File: src/phymr_defines.svh
// Purpose: Constants for the PHY management request handler.
// Assumes: 50 MHz clock, byte-addressed word registers.
// Notes: Offsets, fields, codes and timing only.
`ifndef PHYMR_DEFINES_SVH
`define PHYMR_DEFINES_SVH

`define PHYMR_OFS_CMD 8'h00
`define PHYMR_OFS_STATUS 8'h04
`define PHYMR_OFS_ATTR 8'h08
`define PHYMR_OFS_ZCT 8'h0C
`define PHYMR_OFS_TEST 8'h10
`define PHYMR_OFS_ATTR_WR 8'h14

`define PHYMR_CMD_MSB 2
`define PHYMR_CMD_LSB 0
`define PHYMR_TEN_BIT 8
`define PHYMR_TMODE_BIT 9
`define PHYMR_TMOD_MSB 12
`define PHYMR_TMOD_LSB 10
`define PHYMR_TLVL_MSB 15
`define PHYMR_TLVL_LSB 13
`define PHYMR_ID_MSB 23
`define PHYMR_ID_LSB 16
`define PHYMR_VAL_MSB 15
`define PHYMR_VAL_LSB 0

`define PHYMR_CMD_RESET 3'h1
`define PHYMR_CMD_SLEEP 3'h2
`define PHYMR_CMD_WAKE 3'h3
`define PHYMR_CMD_TEST 3'h4
`define PHYMR_CMD_ATTR 3'h5

`define PHYMR_RES_OK 2'h0
`define PHYMR_RES_FAIL 2'h1
`define PHYMR_RES_ALREADY 2'h2

`define PHYMR_MOD_UNUSED_A 3'h3
`define PHYMR_MOD_UNUSED_B 3'h7
`define PHYMR_LVL_STEP_DB 5'h03

`define PHYMR_CLK_PERIOD_NS 20
`define PHYMR_TICK_NS 10000
`define PHYMR_TIME_W 20

`endif

File: src/phymr_pkg.sv
// Purpose: Shared types of the PHY management request handler.
// Assumes: Constants come from phymr_defines.svh.
// Notes: Types only.
package phymr_pkg;

   typedef enum logic [1:0] {
      OP_NORMAL,
      OP_SLEEP,
      OP_TEST
   } phymr_op_t;

   typedef struct packed {
      logic half_duty;
      logic [2:0] modulation;
      logic [2:0] level;
   } phymr_test_cfg_t;

   typedef struct packed {
      logic [2:0] cmd;
      logic [1:0] result;
   } phymr_cfm_t;

endpackage

File: src/phymr_attr_mem.sv
// Purpose: Attribute store with registered read data.
// Assumes: One write and one read port on the same clock.
// Notes: Read data appear the cycle after rd_en.
`timescale 1ns/1ps
module phymr_attr_mem #(
   parameter int DEPTH = 16,
   parameter int ID_W = 8,
   parameter int VAL_W = 16
) (
   input wire logic clock,
   input wire logic wr_en,
   input wire logic [ID_W-1:0] wr_id,
   input wire logic [VAL_W-1:0] wr_val,
   input wire logic rd_en,
   input wire logic [ID_W-1:0] rd_id,
   output logic [VAL_W-1:0] rd_val
);
   logic [VAL_W-1:0] store [DEPTH];

   always_ff @(posedge clock) begin
      if (wr_en) begin
         store[wr_id[$clog2(DEPTH)-1:0]] <= wr_val;
      end
      if (rd_en) begin
         rd_val <= store[rd_id[$clog2(DEPTH)-1:0]];
      end
   end
endmodule

File: src/phymr_handler.sv
// Purpose: PHY management request/confirm handler with zero-cross timing.
// Assumes: Plain register port; tx_pending and impl_fault from same clock.
// Notes: One request in flight; each accepted request gets exactly one confirm.
`timescale 1ns/1ps
`include "phymr_defines.svh"
module phymr_handler
   import phymr_pkg::*;
#(
   parameter int ATTR_DEPTH = 16,
   parameter int TICK_CYC = `PHYMR_TICK_NS / `PHYMR_CLK_PERIOD_NS
) (
   input wire logic clock,
   input wire logic rstn,
   input wire logic [7:0] addr,
   input wire logic [31:0] wdata,
   input wire logic wr,
   input wire logic rd,
   output logic [31:0] rdata,
   input wire logic tx_pending,
   input wire logic impl_fault,
   input wire logic zero_cross_pin,
   output logic tx_enable,
   output logic rx_enable,
   output logic flush_queues,
   output logic test_active,
   output phymr_test_cfg_t test_cfg,
   output logic [4:0] test_atten_db,
   output logic busy,
   output logic cfm_strobe,
   output phymr_cfm_t cfm
);
   localparam int TW = `PHYMR_TIME_W;

   typedef enum logic [1:0] {
      ST_IDLE,
      ST_DRAIN,
      ST_EXEC,
      ST_READ
   } phymr_state_t;

   function automatic logic [4:0] level_to_db(input logic [2:0] code);
      level_to_db = 5'(code) * `PHYMR_LVL_STEP_DB;
   endfunction

   function automatic logic mod_unused(input logic [2:0] code);
      mod_unused = (code == `PHYMR_MOD_UNUSED_A) || (code == `PHYMR_MOD_UNUSED_B);
   endfunction

   phymr_state_t state;
   phymr_state_t next_state;
   phymr_op_t op;
   logic [2:0] cmd_q;
   logic ten_q;
   phymr_test_cfg_t tcfg_q;
   logic [7:0] id_q;
   logic done_flag;
   logic [15:0] attr_val_q;
   logic [7:0] attr_id_q;
   logic [TW-1:0] now;
   logic [TW-1:0] zct;
   logic [$clog2(TICK_CYC)-1:0] prescale;
   logic zc_s1;
   logic zc_s2;
   logic zc_s3;
   logic [15:0] mem_val;

   // Register port decode
   wire cmd_wr = wr && (addr == `PHYMR_OFS_CMD);
   wire attr_wr = wr && (addr == `PHYMR_OFS_ATTR_WR);
   wire status_rd = rd && (addr == `PHYMR_OFS_STATUS);
   wire [2:0] wr_cmd = wdata[`PHYMR_CMD_MSB:`PHYMR_CMD_LSB];
   wire [7:0] wr_id = wdata[`PHYMR_ID_MSB:`PHYMR_ID_LSB];
   wire cmd_known = (wr_cmd >= `PHYMR_CMD_RESET) && (wr_cmd <= `PHYMR_CMD_ATTR);
   // Unknown codes and writes while busy are dropped, never confirmed
   wire accept = cmd_wr && cmd_known && (state == ST_IDLE);
   wire mem_rd = accept && (wr_cmd == `PHYMR_CMD_ATTR);
   wire mem_wr = attr_wr && (32'(wr_id) < ATTR_DEPTH);
   wire id_bad = 32'(id_q) >= ATTR_DEPTH;

   wire is_reset = cmd_q == `PHYMR_CMD_RESET;
   wire is_sleep = cmd_q == `PHYMR_CMD_SLEEP;
   wire is_wake = cmd_q == `PHYMR_CMD_WAKE;
   wire is_test = cmd_q == `PHYMR_CMD_TEST;
   wire already = (is_sleep && op == OP_SLEEP)
      || (is_wake && op == OP_NORMAL)
      || (is_test && ten_q && op == OP_TEST);
   // Bad modulation code is refused as a failure rather than guessed
   wire test_bad = is_test && ten_q && mod_unused(tcfg_q.modulation);

   logic finish;
   logic [1:0] fin_res;
   logic apply;

   always_comb begin
      next_state = state;
      finish = 1'b0;
      fin_res = `PHYMR_RES_OK;
      apply = 1'b0;
      case (state)
         ST_IDLE: begin
            if (accept) begin
               case (wr_cmd)
                  `PHYMR_CMD_SLEEP: next_state = ST_DRAIN;
                  `PHYMR_CMD_TEST: next_state = ST_DRAIN;
                  `PHYMR_CMD_ATTR: next_state = ST_READ;
                  default: next_state = ST_EXEC;
               endcase
            end
         end
         ST_DRAIN: begin
            // Pending transmissions finish before sleep or test
            if (!tx_pending || already) begin
               next_state = ST_EXEC;
            end
         end
         ST_EXEC: begin
            finish = 1'b1;
            next_state = ST_IDLE;
            if (already) begin
               fin_res = `PHYMR_RES_ALREADY;
            end else if (impl_fault || test_bad) begin
               fin_res = `PHYMR_RES_FAIL;
            end else begin
               fin_res = `PHYMR_RES_OK;
               apply = 1'b1;
            end
         end
         ST_READ: begin
            finish = 1'b1;
            next_state = ST_IDLE;
            if (impl_fault) begin
               fin_res = `PHYMR_RES_FAIL;
            end else if (id_bad) begin
               fin_res = `PHYMR_RES_ALREADY;
            end else begin
               fin_res = `PHYMR_RES_OK;
            end
         end
         default: next_state = ST_IDLE;
      endcase
   end

   wire soft_reset = apply && is_reset;

   // Read mux
   logic [31:0] next_rdata;
   always_comb begin
      next_rdata = 32'h0000_0000;
      if (rd) begin
         case (addr)
            `PHYMR_OFS_STATUS: next_rdata = {16'h0000, 5'h00, cfm.cmd, 2'h0,
               cfm.result, 2'(op), done_flag, busy};
            `PHYMR_OFS_ATTR: next_rdata = {8'h00, attr_id_q, attr_val_q};
            `PHYMR_OFS_ZCT: next_rdata = {12'h000, zct};
            `PHYMR_OFS_TEST: next_rdata = {15'h0000, test_cfg.level,
               test_cfg.modulation, test_cfg.half_duty, 1'b0, test_active, 8'h00};
            default: next_rdata = 32'h0000_0000;
         endcase
      end
   end

   phymr_attr_mem #(
      .DEPTH(ATTR_DEPTH),
      .ID_W(8),
      .VAL_W(16)
   ) u_attr_mem (
      .clock(clock),
      .wr_en(mem_wr),
      .wr_id(wr_id),
      .wr_val(wdata[`PHYMR_VAL_MSB:`PHYMR_VAL_LSB]),
      .rd_en(mem_rd),
      .rd_id(wr_id),
      .rd_val(mem_val)
   );

   always_ff @(posedge clock) begin
      if (!rstn) begin
         rdata <= 32'h0000_0000;
      end else begin
         rdata <= next_rdata;
      end
   end

   always_ff @(posedge clock) begin
      if (!rstn) begin
         state <= ST_IDLE;
      end else begin
         state <= next_state;
      end
   end

   // Request capture
   always_ff @(posedge clock) begin
      if (!rstn) begin
         cmd_q <= 3'h0;
         ten_q <= 1'b0;
         tcfg_q <= '0;
         id_q <= 8'h00;
      end else begin
         if (accept) begin
            cmd_q <= wr_cmd;
            ten_q <= wdata[`PHYMR_TEN_BIT];
            tcfg_q.half_duty <= wdata[`PHYMR_TMODE_BIT];
            tcfg_q.modulation <= wdata[`PHYMR_TMOD_MSB:`PHYMR_TMOD_LSB];
            tcfg_q.level <= wdata[`PHYMR_TLVL_MSB:`PHYMR_TLVL_LSB];
            id_q <= wr_id;
         end
      end
   end

   // Confirm output: one strobe per accepted request
   always_ff @(posedge clock) begin
      if (!rstn) begin
         cfm_strobe <= 1'b0;
         cfm <= '0;
      end else begin
         cfm_strobe <= finish;
         if (finish) begin
            cfm.cmd <= cmd_q;
            cfm.result <= fin_res;
         end
      end
   end

   // New confirm beats a status read in the same cycle
   always_ff @(posedge clock) begin
      if (!rstn) begin
         done_flag <= 1'b0;
      end else if (finish) begin
         done_flag <= 1'b1;
      end else if (status_rd) begin
         done_flag <= 1'b0;
      end
   end

   // Value reads as zero whenever the status is not success
   wire attr_done = finish && (state == ST_READ);
   wire attr_bad = impl_fault || id_bad;
   always_ff @(posedge clock) begin
      if (!rstn) begin
         attr_val_q <= 16'h0000;
         attr_id_q <= 8'h00;
      end else if (attr_done) begin
         attr_id_q <= id_q;
         attr_val_q <= attr_bad ? 16'h0000 : mem_val;
      end
   end

   // Flush pulse lines up with the successful reset confirm
   always_ff @(posedge clock) begin
      if (!rstn) begin
         flush_queues <= 1'b0;
      end else begin
         flush_queues <= soft_reset;
      end
   end

   // Operating state
   always_ff @(posedge clock) begin
      if (!rstn) begin
         op <= OP_NORMAL;
      end else if (soft_reset) begin
         op <= OP_NORMAL;
      end else if (apply && is_sleep) begin
         op <= OP_SLEEP;
      end else if (apply && is_wake) begin
         op <= OP_NORMAL;
      end else if (apply && is_test && ten_q) begin
         op <= OP_TEST;
      end else if (apply && is_test) begin
         op <= OP_NORMAL;
      end
   end

   // Settings stay readable after test mode ends, until a soft reset clears them
   always_ff @(posedge clock) begin
      if (!rstn) begin
         test_cfg <= '0;
         test_atten_db <= 5'h00;
      end else if (soft_reset) begin
         test_cfg <= '0;
         test_atten_db <= 5'h00;
      end else if (apply && is_test && ten_q) begin
         test_cfg <= tcfg_q;
         test_atten_db <= level_to_db(tcfg_q.level);
      end
   end

   // Mains input: two flops before any logic, third marks the edge
   always_ff @(posedge clock) begin
      if (!rstn) begin
         zc_s1 <= 1'b0;
         zc_s2 <= 1'b0;
         zc_s3 <= 1'b0;
      end else begin
         zc_s1 <= zero_cross_pin;
         zc_s2 <= zc_s1;
         zc_s3 <= zc_s2;
      end
   end

   // Time base ticks every 10 us; soft reset leaves it running
   wire tick = 32'(prescale) == TICK_CYC - 1;
   always_ff @(posedge clock) begin
      if (!rstn) begin
         prescale <= '0;
         now <= '0;
      end else if (tick) begin
         prescale <= '0;
         now <= now + 1'b1;
      end else begin
         prescale <= prescale + 1'b1;
      end
   end

   // Both mains edges are crossings; a crossing beats a soft reset
   wire zc_edge = zc_s2 != zc_s3;
   always_ff @(posedge clock) begin
      if (!rstn) begin
         zct <= '0;
      end else if (zc_edge) begin
         zct <= now;
      end else if (soft_reset) begin
         zct <= '0;
      end
   end

   assign busy = state != ST_IDLE;
   assign tx_enable = op == OP_NORMAL;
   assign rx_enable = op == OP_NORMAL;
   assign test_active = op == OP_TEST;
endmodule

File: config.mk
export PLATFORM = sky130hd
export DESIGN_NAME = phymr_handler
export DESIGN_NICKNAME = d
export VERILOG_FILES = /design/src/phymr_pkg.sv /design/src/phymr_attr_mem.sv /design/src/phymr_handler.sv
export VERILOG_INCLUDE_DIRS = /design/src
export SDC_FILE = /design/constraint.sdc
export NUM_CORES = 1
export LEC_CHECK = 0
export BUFFER_PORTS_ARGS = -buffer_cell sky130_fd_sc_hd__clkbuf_2
export CAP_MARGIN = 30
export CORE_MARGIN = 3
export CORE_UTILIZATION = 60
export CTS_CLUSTER_SIZE = 10
export DETAILED_ROUTE_END_ITERATION = 16
export GPL_TIMING_DRIVEN = 1
export PLACE_DENSITY_LB_ADDON = 0.25
export SKIP_LAST_GASP = 1
export SLEW_MARGIN = 20
export SYNTH_ARGS = -nofsm -noshare
export SYNTH_HDL_FRONTEND = slang
export SYNTH_SLANG_ARGS = --single-unit
File: constraint.sdc
create_clock -name clock -period 12.9 [get_ports clock]
set_clock_uncertainty 0.2 [all_clocks]
set_input_delay 2.58 -clock clock [delete_from_list [all_inputs] [get_ports clock]]
set_output_delay 2.58 -clock clock [all_outputs]
set_load 0.03 [all_outputs]
==> run summary <==
status -> completed
dominant cell type by area after synthesis -> edfxtp_1
TritonCTS buffer count -> 47
crit path DAT -> 5.09 ns
CP top delay family -> buffers and inverters
gr usage total -> 25.03%
HPWL after detailed placement -> 21330 um
Via density -> 6.362
Crit Path Class -> input pin to register
clock slew at reported path FFs -> 0.05 ns
DRT antenna net count -> 0
post-synthesis average cell area -> 14.85 um2
Reg area -> 0.01101 mm2
top-count cell post-synth -> edfxtp_1
Final Cycle Share -> 39.42%
reported net switching power -> 0.0005312 W
EDFF count, synth -> 272
Synth Cell Area -> 0.01589 mm2
clk root buf -> clkbuf_16
Lkg Pwr -> 5.957 nW
Synth top cells by count -> 272 x edfxtp_1, 142 x dfxtp_1, 85 x nand2_1
FILL cells -> 1649
# setup viols final -> 0
Sum Neg Setup Slack -> 0 ns
vias in the first global route -> 9400
Starting Density -> 62.02%
Die Ht -> 168.7 um
cell mode on critical path -> buf_4
Worst-Margin Slew -> 0.9628 ns
RSZ-0062 raised after global routing -> no
routability cong. -> 0.8478
largest net degree at the start of global routing -> 69
Max-slew headroom -> 35.66%
Worst IR Drop VDD -> 107.7 uV
CTS tree -> done
switching share of power -> 20.00%
Critical Path Fanout Max -> 44
Data required, critical path -> 12.91 ns
synth-to-layout area growth -> 13.78%
FF+latch count, synth -> 414
Yosys cell types -> 47
final WL -> 35690 um
number of port buffers -> 85
Clk pwr share -> 43.3%
Syn Inst Count -> 1070
grt ovf -> 0
1st-iter DRT viols -> 1109
Comb power frac -> 3.4%
largest cells by area after synthesis -> edfxtp_1 51%, dfxtp_1 18%, mux4_2 11%
CTS resizes -> 0
Worst setup SP type -> input pin
Final Hold Fails -> 0
Yosys top cell area share -> 51.41%
diodes inserted -> 0
area of the multi-input gates -> 0.004638 mm2
Slew Limit Fails -> 0
routed vias -> 9587
critical path buffer and inverter count -> 3
Clock Sinks -> 414
Die ar. -> 0.02847 mm2
Post-synth top flop -> edfxtp_1
Fmax -> 0.1966 GHz
Hold Buf Count CTS -> 0
share of layout cells above drive strength 1 -> 23.11%
max_cap viols -> 0
CP Cell Sequence -> buf_4, buf_4, nand3_1, nor2_2, buf_4
htree depth -> 2
NumNets Final -> 1214
IO Pins -> 102
Core Box Area -> 0.02562 mm2
Critical-path top delay cell -> buf_4
CTS Buffer Depth -> 3
post-CTS setup buffer count -> 0
sequential-to-total area share from yosys stat -> 69.30%
global-route wire length before repair -> 54450 um
Worst-Skew Late Latency -> 0.55 ns
Row Count -> 58
slowest stage delay, CP -> 0.76 ns
antenna violations before repair -> 0
WL per Instance -> 23.68 um
Power Dens Cells -> 146.9 mW/mm2
total power -> 0.002655 W
DRC viols -> 0
asr flop ratio synth -> 0%
register share of total power -> 53.3%
Pre-antenna DRT Iters -> 6
die width -> 168.7 um
min Tclk post-route -> 5.086 ns
Crit. End Element -> register
Int Pwr -> 0.002124 W
Yosys warning total -> 0
Hold Crit Class -> register to register
[logic make-up (layout without fill, tap and decap cells)]
group                    Yosys count  count (layout)  synth area share (%)
AND/OR/NAND/NOR                  312             312                 9.324
adder cells (fa/ha/maj)            6               6                0.5198
multiplexers                      91              91                 12.08
XOR/XNOR                          25              25                 1.378
buffers and inverters             87             187                 2.315
other                              1               8               0.02360
flip-flops                       414             414                 69.30
AO/OA/AOI/OAI                    134             134                 5.056
[power groups by stage]
stage | sequential [W] | clock (W) | combinational, W
after floorplan | 0.00144 | 0 | 0.0000563
after global placement | 0.00144 | 0 | 0.0000852
after detailed placement | 0.00144 | 0 | 0.0000892
after CTS | 0.00141 | 0.00117 | 0.0000900
after global routing | 0.00141 | 0.00122 | 0.0000971
final | 0.00141 | 0.00115 | 0.0000900
[layout make-up]
class,instances,area share [%]
inverter,10,0.2076
clock inverter,2,0.1384
timing repair buffer,112,3.793
sequential,414,60.91
clock buffer,63,7.011
tap,330,2.284
multi-input combinational,576,25.66
[routing by layer]
layer	vias up	track usage (%)	wire length (um)
met2	488	40.46	17250
met5	-	0	0
met4	0	9.107	1138
met3	92	4.787	3080
met1	4774	34.54	14210
li1	4233	-	-
[metrics by stage]
stage	utilization (%)	setup slack [ns]	std cells	hold WS, ns	cell area (um2)
6_report	70.57	7.814	1507	0.2301	18080
5_1_grt	70.57	7.544	1507	0.2399	18080
4_1_cts	70.45	7.736	1505	0.2355	18050
3_5_place_dp	65.40	7.196	1440	0.2227	16750
3_3_place_gp	65.06	7.013	1435	0.2216	16670
2_1_floorplan	-	6.915	1077	0.2119	15910
[cell usage in the layout, fill, tap and decap left out, types with 4 or more instances in the layout]
master	n
a222oi_1	4
and3_1	5
nor4_1	12
buf_4	22
o21ai_1	6
xnor2_1	17
ha_1	5
and2_1	12
a21oi_1	54
o21ai_0	29
mux2i_1	5
a22oi_1	32
conb_1	8
clkbuf_2	84
nand4_1	6
or3_1	4
nand3_1	62
and4_1	4
nor2_2	10
clkbuf_16	48
nor3_2	5
nand2b_1	4
mux4_2	80
nor2_1	71
xor2_1	8
nand3b_1	4
nor3_1	9
edfxtp_1	272
mux2_2	6
nor2b_1	6
nand2_1	85
dfxtp_1	142
clkbuf_1	14
inv_1	9
[state kept, by name (all words and copies together) (netlist names), 3 cells and up]
| name | cells |
|---|---|
| u_attr_mem.store | 256 |
| rdata | 24 |
| now | 20 |
| zct | 20 |
| attr_val_q | 16 |
| u_attr_mem.rd_val | 16 |
| prescale | 9 |
| attr_id_q | 8 |
| id_q | 8 |
| tcfg_q | 7 |
| test_cfg | 7 |
| cfm | 5 |
| test_atten_db | 4 |
| cmd_q | 3 |
[worst paths after layout]
check / from / endpoint / slack (ns) / cells after the start
min reg2reg: zc_s1 / zc_s2 / 0.23 / 1
min: zc_s1 / zc_s2 / 0.23 / 1
max reg2reg: prescale[0] / now[15] / 10.23 / 6
max: wdata[16] / u_attr_mem.store[7][14] / 7.81 / 5
No activity file was read; power rests on OpenSTA's default activity.
